**config.mk**
```make
export PLATFORM = sky130hd
export DESIGN_NAME = rpsd_top
export DESIGN_NICKNAME = d
export VERILOG_FILES = /design/src/logic/rpsd_pkg.sv /design/src/logic/rpsd_sync.sv /design/src/logic/rpsd_pool_pick.sv /design/src/logic/rpsd_top.sv
export SDC_FILE = /design/constraint.sdc
export NUM_CORES = 1
export LEC_CHECK = 0
export BUFFER_PORTS_ARGS = -buffer_cell sky130_fd_sc_hd__buf_2
export CAP_MARGIN = 20
export CORE_MARGIN = 1.5
export CORE_UTILIZATION = 30
export DETAILED_ROUTE_END_ITERATION = 7
export SYNTH_ARGS = -nofsm -noshare
export SYNTH_HDL_FRONTEND = slang
export SYNTH_HIERARCHICAL = 1
export SYNTH_SLANG_ARGS = --single-unit
```
**constraint.sdc**
```tcl
create_clock -name CLK_I -period 7.3 [get_ports CLK_I]
set_clock_uncertainty 0.15 [all_clocks]
set_input_delay 0.365 -clock CLK_I [delete_from_list [all_inputs] [get_ports CLK_I]]
set_output_delay 0.365 -clock CLK_I [all_outputs]
set_load 0.02 [all_outputs]
```
**src/logic/rpsd_pkg.sv**
```systemverilog
`default_nettype none
package rpsd_pkg;
  // ==========================================================
  // widths and counts
  localparam int LEN_W = 16;
  localparam int N_POOLS = 4;
  localparam int POOL_IDX_W = 2;
  localparam int N_EXT = 4;
  localparam int FIRST_EXT_CHAN = 3;
  localparam int CHAN_W = 3;
  localparam int XFER_BYTES = 4;
  localparam int SYNC_STAGES = 2;
  localparam logic [1:0] GAP_CYCLES = 2'h2;
  localparam int APB_AW = 8;
  localparam int APB_DW = 32;

  // ==========================================================
  // register byte offsets
  localparam logic [APB_AW-1:0] OFF_CTRL = 8'h00;
  localparam logic [APB_AW-1:0] OFF_POOL0 = 8'h04;
  localparam logic [APB_AW-1:0] OFF_POOL_STEP = 8'h04;
  localparam logic [APB_AW-1:0] OFF_STATUS = 8'h14;
  localparam logic [APB_AW-1:0] OFF_XCOUNT = 8'h18;
  localparam logic [APB_AW-1:0] OFF_XLEN = 8'h1C;

  // ==========================================================
  // field positions
  localparam int POOL_AVAIL_BIT = 31;
  localparam int STAT_NORMAL_COMPLETION_PENDING_BIT = 31;
  localparam int STAT_BUFFER_NOT_READY_PENDING_BIT = 29;
  localparam int STAT_POOL_LSB = 16;
  localparam int STAT_BUSY_BIT = 8;
  localparam int STAT_PEND_BIT = 0;

  // ==========================================================
  // control register, low bits of the CTRL word
  typedef struct packed {
    logic eth_receive_dma_enable;
    logic dir_to_mem;
    logic last_flag;
    logic req_src_ext;
    logic done_out;
    logic mem_to_mem;
    logic [N_EXT-1:0] ext_en;
    logic [N_POOLS-1:0] pool_en;
  } rpsd_ctrl_s;
  localparam int CTRL_W = $bits(rpsd_ctrl_s);
  localparam logic [CTRL_W-1:0] CTRL_RST = 14'h0000;

  typedef struct packed {
    logic avail;
    logic [LEN_W-1:0] size;
  } rpsd_pool_s;
  localparam logic [LEN_W:0] POOL_RST = 17'h00000;

  typedef enum logic [4:0] {
    ST_IDLE = 5'b00001,
    ST_XFER = 5'b00010,
    ST_WR = 5'b00100,
    ST_GAP = 5'b01000,
    ST_CLOSE = 5'b10000
  } rpsd_state_e;
endpackage
`default_nettype wire

```
**src/logic/rpsd_sync.sv**
```systemverilog
`timescale 1ns/1ps
`default_nettype none
module rpsd_sync import rpsd_pkg::*; #(
  parameter int W = 1,
  parameter logic RST_VAL = 1'b1
) (
  input wire logic clk_i,
  input wire logic rst_i,
  input wire logic [W-1:0] d_i,
  output logic [W-1:0] q_o
);
  // ==========================================================
  // two flops; the first is read only by the second
  logic [W-1:0] meta_q;
  logic [W-1:0] sync_q;

  if (W < 1) begin : g_chk
    $error("rpsd_sync width must be at least one");
  end

  always_ff @(posedge clk_i) begin
    if (rst_i) begin
      meta_q <= {W{RST_VAL}};
      sync_q <= {W{RST_VAL}};
    end else begin
      meta_q <= d_i;
      sync_q <= meta_q;
    end
  end

  assign q_o = sync_q;
endmodule
`default_nettype wire

```
**src/logic/rpsd_pool_pick.sv**
```systemverilog
`timescale 1ns/1ps
`default_nettype none
module rpsd_pool_pick import rpsd_pkg::*; #(
  parameter int N = N_POOLS
) (
  input wire logic clk_i,
  input wire logic rst_i,
  input wire logic [N-1:0] en_i,
  input wire logic [N-1:0] avail_i,
  input wire logic [N*LEN_W-1:0] size_i,
  input wire logic [LEN_W-1:0] len_i,
  output logic hit_o,
  output logic [POOL_IDX_W-1:0] idx_o
);
  // ==========================================================
  // ordered first-fit search
  logic [N-1:0] fit;
  logic [N-1:0] take;
  logic [N:0] stop;
  logic [POOL_IDX_W-1:0] idx_acc [N+1];

  if (N < 1 || N > (1 << POOL_IDX_W)) begin : g_chk
    $error("rpsd_pool_pick pool count out of range");
  end

  assign stop[0] = 1'b0;
  assign idx_acc[0] = '0;
  for (genvar k = 0; k < N; k++) begin : g_pool
    assign fit[k] = en_i[k] & avail_i[k] & (size_i[k*LEN_W +: LEN_W] >= len_i);
    // a disabled pool ends the walk even if a later one would fit
    assign stop[k+1] = stop[k] | ~en_i[k] | fit[k];
    assign take[k] = fit[k] & ~stop[k];
    assign idx_acc[k+1] = idx_acc[k] | (take[k] ? POOL_IDX_W'(k) : '0);
  end

  assign hit_o = |take;
  assign idx_o = idx_acc[N];
endmodule
`default_nettype wire

```
**src/logic/rpsd_top.sv**
```systemverilog
// Operation
// - walk pools A, B, C, D in order
// - take first available pool that fits frame
// - stop walk at a disabled pool
// - one to four pools via enable bits
// - fifo full sets buffer not ready flag
// - channels three to six use handshake
// - fly-by or memory-to-memory transfer styles
// - held or pulsed request treated alike
// - acknowledge low with memory cycle start
// - done pin direction set by config bit
// - done input closes buffer, length, completion
// - done output on last emptied buffer
// - halt while not ready, retry after clear
// - memory-to-memory acks both portions, done too
`timescale 1ns/1ps
`default_nettype none
module rpsd_top import rpsd_pkg::*; #(
  parameter int XFER_BYTES_P = XFER_BYTES
) (
  input wire logic CLK_I,
  input wire logic SYS_RST_I,
  input wire logic PSEL_I,
  input wire logic PENABLE_I,
  input wire logic PWRITE_I,
  input wire logic [APB_AW-1:0] PADDR_I,
  input wire logic [APB_DW-1:0] PWDATA_I,
  output logic [APB_DW-1:0] PRDATA_O,
  output logic PREADY_O,
  output logic PSLVERR_O,
  input wire logic RX_FRAME_I,
  input wire logic [LEN_W-1:0] RX_LEN_I,
  input wire logic RX_FIFO_FULL_I,
  output logic RX_READY_O,
  output logic RX_GRANT_O,
  output logic [POOL_IDX_W-1:0] RX_POOL_O,
  input wire logic EXT_REQUEST_N_I,
  output logic EXT_ACKNOWLEDGE_N_O,
  output logic EXT_RW_N_O,
  output logic MEM_CYCLE_O,
  output logic [CHAN_W-1:0] EXT_CHAN_O,
  input wire logic EXT_DONE_N_I,
  output logic EXT_DONE_N_O,
  output logic EXT_DONE_OE_N_O,
  output logic DESC_CLOSE_O,
  output logic [LEN_W-1:0] DESC_LEN_O
);
  if (XFER_BYTES_P < 1 || XFER_BYTES_P > 8) begin : g_chk
    $error("rpsd_top bytes per transfer out of range");
  end

  // ==========================================================
  // state
  rpsd_ctrl_s ctrl_q;
  rpsd_pool_s pool_q [N_POOLS];
  logic [LEN_W-1:0] xcount_q;
  logic [LEN_W-1:0] xlen_q;
  logic [LEN_W-1:0] cnt_q;
  logic [LEN_W-1:0] rx_len_q;
  logic frame_pend_q;
  logic buffer_not_ready_pending_q;
  logic normal_completion_pending_q;
  logic grant_q;
  logic [POOL_IDX_W-1:0] pool_sel_q;
  logic [APB_DW-1:0] prdata_q;
  logic pslverr_q;
  rpsd_state_e state_q;
  rpsd_state_e state_d;
  logic [1:0] gap_q;
  logic done_in_q;
  logic ack_n_q;
  logic rw_n_q;
  logic done_n_q;
  logic close_q;

  // ==========================================================
  // pin synchronisers
  logic req_n_s;
  logic done_n_s;

  rpsd_sync #(.W(1), .RST_VAL(1'b1)) u_req_sync (
    .clk_i(CLK_I),
    .rst_i(SYS_RST_I),
    .d_i(EXT_REQUEST_N_I),
    .q_o(req_n_s)
  );

  rpsd_sync #(.W(1), .RST_VAL(1'b1)) u_done_sync (
    .clk_i(CLK_I),
    .rst_i(SYS_RST_I),
    .d_i(EXT_DONE_N_I),
    .q_o(done_n_s)
  );

  // ==========================================================
  // APB decode
  wire setup = PSEL_I & ~PENABLE_I;
  wire access = PSEL_I & PENABLE_I;
  wire wr = access & PWRITE_I;
  wire sel_ctrl = PADDR_I == OFF_CTRL;
  wire sel_status = PADDR_I == OFF_STATUS;
  wire sel_xcount = PADDR_I == OFF_XCOUNT;
  wire sel_xlen = PADDR_I == OFF_XLEN;
  logic [N_POOLS-1:0] sel_pool;
  logic [N_POOLS-1:0] pool_avail;
  logic [N_POOLS*LEN_W-1:0] pool_size;
  logic [APB_DW-1:0] pool_rd [N_POOLS+1];

  assign pool_rd[0] = '0;
  for (genvar k = 0; k < N_POOLS; k++) begin : g_pdec
    assign sel_pool[k] = PADDR_I == APB_AW'(OFF_POOL0 + APB_AW'(k) * OFF_POOL_STEP);
    assign pool_avail[k] = pool_q[k].avail;
    assign pool_size[k*LEN_W +: LEN_W] = pool_q[k].size;
    assign pool_rd[k+1] = pool_rd[k] | (sel_pool[k] ?
      ((APB_DW'(pool_q[k].avail) << POOL_AVAIL_BIT) | APB_DW'(pool_q[k].size)) : '0);
  end

  wire mapped = sel_ctrl | sel_status | sel_xcount | sel_xlen | (|sel_pool);
  wire ext_busy = state_q != ST_IDLE;
  wire [APB_DW-1:0] status_word = (APB_DW'(normal_completion_pending_q) << STAT_NORMAL_COMPLETION_PENDING_BIT)
    | (APB_DW'(buffer_not_ready_pending_q) << STAT_BUFFER_NOT_READY_PENDING_BIT)
    | (APB_DW'(pool_sel_q) << STAT_POOL_LSB)
    | (APB_DW'(ext_busy) << STAT_BUSY_BIT)
    | (APB_DW'(frame_pend_q) << STAT_PEND_BIT);
  wire [APB_DW-1:0] rd_word = sel_ctrl ? APB_DW'(ctrl_q) :
    sel_status ? status_word :
    sel_xcount ? APB_DW'(xcount_q) :
    sel_xlen ? APB_DW'(xlen_q) : pool_rd[N_POOLS];
  wire clr_normal_completion_pending = wr & sel_status & PWDATA_I[STAT_NORMAL_COMPLETION_PENDING_BIT];
  wire clr_buffer_not_ready_pending = wr & sel_status & PWDATA_I[STAT_BUFFER_NOT_READY_PENDING_BIT];

  // read data is caught in setup so the access phase answers at once
  always_ff @(posedge CLK_I) begin
    if (SYS_RST_I) begin
      prdata_q <= '0;
      pslverr_q <= 1'b0;
    end else if (setup) begin
      prdata_q <= rd_word;
      pslverr_q <= ~mapped;
    end
  end

  assign PREADY_O = 1'b1;
  assign PRDATA_O = prdata_q;
  assign PSLVERR_O = pslverr_q & access;

  always_ff @(posedge CLK_I) begin
    if (SYS_RST_I) begin
      ctrl_q <= CTRL_RST;
      xcount_q <= '0;
    end else begin
      if (wr & sel_ctrl) ctrl_q <= PWDATA_I[CTRL_W-1:0];
      if (wr & sel_xcount) xcount_q <= PWDATA_I[LEN_W-1:0];
    end
  end

  // ==========================================================
  // receive pool selection
  logic pick_hit;
  logic [POOL_IDX_W-1:0] pick_idx;

  rpsd_pool_pick #(.N(N_POOLS)) u_pick (
    .clk_i(CLK_I),
    .rst_i(SYS_RST_I),
    .en_i(ctrl_q.pool_en),
    .avail_i(pool_avail),
    .size_i(pool_size),
    .len_i(rx_len_q),
    .hit_o(pick_hit),
    .idx_o(pick_idx)
  );

  // a miss keeps the frame waiting; the fifo filling then raises the flag
  wire search = frame_pend_q & ~buffer_not_ready_pending_q & ctrl_q.eth_receive_dma_enable;
  wire grant_d = search & pick_hit;
  assign RX_READY_O = ~frame_pend_q;

  always_ff @(posedge CLK_I) begin
    if (SYS_RST_I) begin
      frame_pend_q <= 1'b0;
      rx_len_q <= '0;
      grant_q <= 1'b0;
      pool_sel_q <= '0;
    end else begin
      grant_q <= grant_d;
      if (grant_d) begin
        frame_pend_q <= 1'b0;
        pool_sel_q <= pick_idx;
      end else if (RX_FRAME_I & ~frame_pend_q) begin
        frame_pend_q <= 1'b1;
        rx_len_q <= RX_LEN_I;
      end
    end
  end

  for (genvar k = 0; k < N_POOLS; k++) begin : g_pool
    always_ff @(posedge CLK_I) begin
      if (SYS_RST_I) begin
        pool_q[k] <= POOL_RST;
      end else if (wr & sel_pool[k]) begin
        pool_q[k].avail <= PWDATA_I[POOL_AVAIL_BIT];
        pool_q[k].size <= PWDATA_I[LEN_W-1:0];
      end else if (grant_d && pick_idx == POOL_IDX_W'(k)) begin
        pool_q[k].avail <= 1'b0;
      end
    end
  end

  // set beats a same-cycle clear
  always_ff @(posedge CLK_I) begin
    if (SYS_RST_I) begin
      buffer_not_ready_pending_q <= 1'b0;
    end else if (RX_FIFO_FULL_I) begin
      buffer_not_ready_pending_q <= 1'b1;
    end else if (clr_buffer_not_ready_pending) begin
      buffer_not_ready_pending_q <= 1'b0;
    end
  end

  assign RX_GRANT_O = grant_q;
  assign RX_POOL_O = pool_sel_q;

  // ==========================================================
  // external handshake
  logic [CHAN_W-1:0] chan_acc [N_EXT+1];
  assign chan_acc[0] = '0;
  for (genvar k = 0; k < N_EXT; k++) begin : g_chan
    assign chan_acc[k+1] = chan_acc[k] |
      (ctrl_q.ext_en[k] ? CHAN_W'(FIRST_EXT_CHAN + k) : '0);
  end

  // more than one enabled channel is not served at all
  wire ext_one = (ctrl_q.ext_en != '0) &&
    ((ctrl_q.ext_en & (ctrl_q.ext_en - N_EXT'(1))) == '0);
  wire chan_ok = ext_one & ctrl_q.req_src_ext;
  wire block_left = cnt_q != xcount_q;
  wire last_access = cnt_q == (xcount_q - LEN_W'(1));
  wire done_drive_d = ctrl_q.done_out & ctrl_q.last_flag & last_access;
  wire done_in_hit = ~ctrl_q.done_out & ~done_n_s;
  wire in_access = (state_q == ST_XFER) | (state_q == ST_WR) | (state_q == ST_GAP);

  always_comb begin
    state_d = state_q;
    unique case (state_q)
      ST_IDLE: begin
        if (chan_ok & ~req_n_s & block_left) state_d = ST_XFER;
      end
      ST_XFER: begin
        state_d = ctrl_q.mem_to_mem ? ST_WR : ST_GAP;
      end
      ST_WR: begin
        state_d = ST_GAP;
      end
      ST_GAP: begin
        // the wait outlasts the synchroniser, so a single pulse is not seen twice
        if (gap_q == GAP_CYCLES - 2'h1) begin
          state_d = (done_in_q | done_in_hit | ~block_left) ? ST_CLOSE : ST_IDLE;
        end
      end
      ST_CLOSE: begin
        state_d = ST_IDLE;
      end
      default: state_d = ST_IDLE;
    endcase
  end

  wire ack_d = (state_d == ST_XFER) | (state_d == ST_WR);
  wire rw_n_d = ctrl_q.dir_to_mem ? (state_d == ST_WR) : 1'b1;

  always_ff @(posedge CLK_I) begin
    if (SYS_RST_I) begin
      state_q <= ST_IDLE;
      gap_q <= '0;
      cnt_q <= '0;
      done_in_q <= 1'b0;
      ack_n_q <= 1'b1;
      rw_n_q <= 1'b1;
      done_n_q <= 1'b1;
    end else begin
      state_q <= state_d;
      gap_q <= (state_q == ST_GAP) ? gap_q + 2'h1 : '0;
      ack_n_q <= ~ack_d;
      rw_n_q <= rw_n_d;
      done_n_q <= ~(ack_d & done_drive_d);
      if (state_q == ST_CLOSE) begin
        cnt_q <= '0;
        done_in_q <= 1'b0;
      end else begin
        if (state_q == ST_GAP && gap_q == '0) cnt_q <= cnt_q + LEN_W'(1);
        if (in_access & done_in_hit) done_in_q <= 1'b1;
      end
    end
  end

  // ==========================================================
  // buffer close and completion flag
  always_ff @(posedge CLK_I) begin
    if (SYS_RST_I) begin
      close_q <= 1'b0;
      xlen_q <= '0;
    end else begin
      close_q <= state_q == ST_CLOSE;
      if (state_q == ST_CLOSE) xlen_q <= LEN_W'(cnt_q * XFER_BYTES_P);
    end
  end

  always_ff @(posedge CLK_I) begin
    if (SYS_RST_I) begin
      normal_completion_pending_q <= 1'b0;
    end else if (state_q == ST_CLOSE) begin
      normal_completion_pending_q <= 1'b1;
    end else if (clr_normal_completion_pending) begin
      normal_completion_pending_q <= 1'b0;
    end
  end

  assign EXT_ACKNOWLEDGE_N_O = ack_n_q;
  assign MEM_CYCLE_O = ~ack_n_q;
  assign EXT_RW_N_O = rw_n_q;
  assign EXT_CHAN_O = chan_acc[N_EXT];
  assign EXT_DONE_N_O = done_n_q;
  assign EXT_DONE_OE_N_O = ~ctrl_q.done_out;
  assign DESC_CLOSE_O = close_q;
  assign DESC_LEN_O = xlen_q;
endmodule
`default_nettype wire

```
==> results.py <==
metrics = {
    "routing": {
        "drt_iter0_markers": 730,
        "antenna_left": 0,
        "wl_per_cell_um": 19.4,
        "via_count": 8300,
        "routed_wl_um": 31600,
        "dr.pass1.iters": 5,
        "vias_per_cell": 5.10,
        "drcViolationCount": 0,
    },
    "clocking": {
        "post-cts-setup-buffer-count": 0,
        "path_clk_slew_ps": 80,
        "htreeDepth": 4,
        "cts_resized": 0,
        "clock_sinks": 187,
        "numCtsBuffers": 17,
        "clkLatencyLatePin_ps": 440,
        "clockBufferDepth": 2,
        "cts_tree": "done",
        "clockRootBuffer": "clkbuf_16",
        "cts_hold_buffers": 2,
    },
    "yosys": {
        "synth_ff_type": "dfxtp_1",
        "synth_edf_count": 68,
        "synth_area_leaders": "dfxtp_1 23%, edfxtp_1 20%, ha_1 8.2%",
        "ys_warn_count": 6,
        "async_reset_ff_share_pct": 0,
        "yosysSeqAreaShare_pct": 42.6,
        "synth_top_area_share_pct": 22.9,
        "yosysMostFrequentCell": "nand2_1",
        "synth.largest_area_cell": "dfxtp_1",
        "synth_common_cells": "123 x nand2_1, 119 x dfxtp_1, 89 x a21oi_1",
        "synth_cell_types": 77,
        "synth_seq_cells": 187,
        "syn-cell-area_um2": 10400,
        "syn_area_per_cell_um2": 9.37,
        "synth_cells": 1109,
    },
    "setup_path": {
        "startpoint": "rx_len_q[7]",
        "cp.arrival_ps": 3360,
        "worstPathCellList": "inv_1 > ha_1 > and2_1 > o2111ai_1 > nor3_1 > o21ai_1 > a21oi_1 > nor3_2 > a31oi_1 > nand2_1 > nor3_1 > nand2_1 > o21bai_1",
        "rr_worst_depth": 13,
        "path_delay_family": "simple AND/OR/NAND/NOR gates",
        "crit_path_max_incr_delay_ps": 370,
        "rrSetupSlack_ps": 3940,
        "cp_slowest_cell": "nor3_1",
        "cp-start-kind": "register",
        "worst_ep_required_time_ps": 7300,
        "path_buf_inv": 1,
        "cp_max_fo": 4,
        "endpoint_kind": "register",
        "rr_endpoint": "pool_q[2][16]",
        "r2r-start": "rx_len_q[7]",
        "critPathKind": "reg -> reg",
        "worst-path-stages": 13,
    },
    "sta": {
        "finalMaxSlewViolations": 0,
        "worstMarginPinSlew_ps": 991,
        "relSlewSlack_pct": 33.6,
        "finalCritPeriodShare_pct": 46.0,
        "rsz0062_at_grt": "no",
        "fmax_mhz": 298,
        "tns_ps": 0,
        "hold_viol": 0,
        "setup_viol": 0,
        "holdWs_ps": 14.7,
        "min_period_ps": 3360,
    },
    "global_routing": {
        "grt_util_all_layers_pct": 17.9,
        "first_global_vias": 8073,
        "grt_max_degree": 71,
        "grt-ovfl-total": 0,
        "grt_pass1_wl_um": 48500,
        "antenna_found_initial": 0,
    },
    "pwr": {
        "ir_drop_uv": 164,
        "p_clk_share_pct": 39.4,
        "p_sw_uw": 602,
        "p_sw_share_pct": 27.0,
        "internal-power_uw": 1630,
        "seq_power_share_pct": 50.6,
        "leakage_uw": 0.00464,
        "powerDensity_nw_per_um2": 191,
        "comb_power_share_pct": 10.0,
    },
    "cells_and_area": {
        "final_area_um2": 11700,
        "num_antenna_cells": 0,
        "syn2layout_area_growth_pct": 12.4,
        "utilization_pct": 34.6,
        "layout.nets": 1300,
        "layout-drive-gt1-share_pct": 15.1,
    },
    "outcome": {
        "status": "complete, no violations",
    },
    "die": {
        "ioPinCount": 128,
        "rows": 67,
        "start_util_pct": 30.8,
        "dieArea_um2": 35800,
        "coreArea_um2": 33800,
        "die_h_um": 189,
        "die_w_um": 189,
    },
    "min_path": {
        "hold_path_startpoint": "RX_LEN_I[5]",
        "min_delay_worst_endpoint": "rx_len_q[5]",
        "min_path_cells": 3,
        "hold_path_class": "in -> reg",
    },
    "run": {
        "maxCapViolations": 0,
    },
    "placement": {
        "gp_congestion": 0.906,
        "place_area_um2": 11100,
        "dpl.hpwl_um": 23800,
        "numPortBuffers": 98,
    },
}
-- worst register-to-register path, delay by kind of cell (launching register included) --
kind,cells,cell delay (ps)
buffers and inverters,1,120
AOI/OAI and AO/OA,5,900
DFF,1,320
adders and majority gates,1,320
and+or+nand+nor,6,1270
-- power groups by stage --
stage / Clock [uW] / Sequential, uW / Combinational [uW]
after floorplan: 0 / 1150 / 143
after global placement: 0 / 1150 / 216
after detailed placement: 0 / 1150 / 219
after CTS: 898 / 1130 / 222
after global routing: 942 / 1130 / 247
final: 881 / 1130 / 223
-- per-layer routing --
layer	global-route usage [%]	routed length (um)
met2	28.8	14700
met4	6.68	905
met5	0	0
met3	2.80	1480
met1	24.0	14500
-- worst max-delay path by stage --
stage | endpoint | slack [ps]
after global routing | pool_q[2][16] | 3720
after CTS | pool_q[0][16] | 4060
after detailed placement | pool_q[1][16] | 3990
after floorplan | pool_q[0][16] | 4620
after global placement | pool_q[1][16] | 4030
final | pool_q[2][16] | 3940
-- kinds of logic after synthesis --
kind of cell             share of synthesized area [%]
buffers and inverters                             5.85
adder cells (fa/ha/maj)                           8.19
XOR/XNOR                                          3.54
AO/OA/AOI/OAI                                     12.8
other                                           0.0723
flip-flops                                        42.6
multiplexers                                      4.61
AND/OR/NAND/NOR                                   22.4
-- final cells by class --
class | instances | area (um^2)
timing repair buffer | 111 | 596
clock inverter | 13 | 109
inverter | 35 | 131
tap | 448 | 561
fill | 3418 | 22100
sequential | 187 | 4420
clock buffer | 19 | 433
multi-input combinational | 815 | 5420
-- placed cells by master (no fill, tap or decap), drive strengths merged, types with 6 or more instances in the layout --
cell,Yosys,layout
and3,13,13
nor3b,7,7
conb,2,15
a21o,13,13
clkbuf,47,19
inv,35,41
a221oi,8,8
a211oi,20,20
dfxtp,119,119
xnor2,11,11
nand2b,6,6
xor2,31,31
mux2,9,9
edfxtp,68,68
nor3,30,30
nand3,38,38
o211ai,8,8
nor4,14,14
nor2b,11,11
nand4,14,14
mux2i,31,31
nand2,123,123
ha,68,68
or2,8,8
o22ai,9,9
o21ai,19,19
and2,72,72
buf,38,109
a21oi,89,89
a22oi,6,6
nor2,80,80
-- registers in the layout (all words and copies together), names as in the netlist, 5 cells and up --
signal      count
pool_q         68
PRDATA_O       20
cnt_q          16
rx_len_q       16
xcount_q       16
DESC_LEN_O     14
ctrl_q         14
state_q         5
-- per-stage QoR --
step	power, uW	std cells	worst slack (ps)
after detailed placement	1370	1594	3990
after global routing	2320	1628	3720
after global placement	1370	1594	4030
after floorplan	1290	1122	4620
final	2230	1628	3940
after CTS	2250	1628	4060
Power figures use the tool's default switching activity.
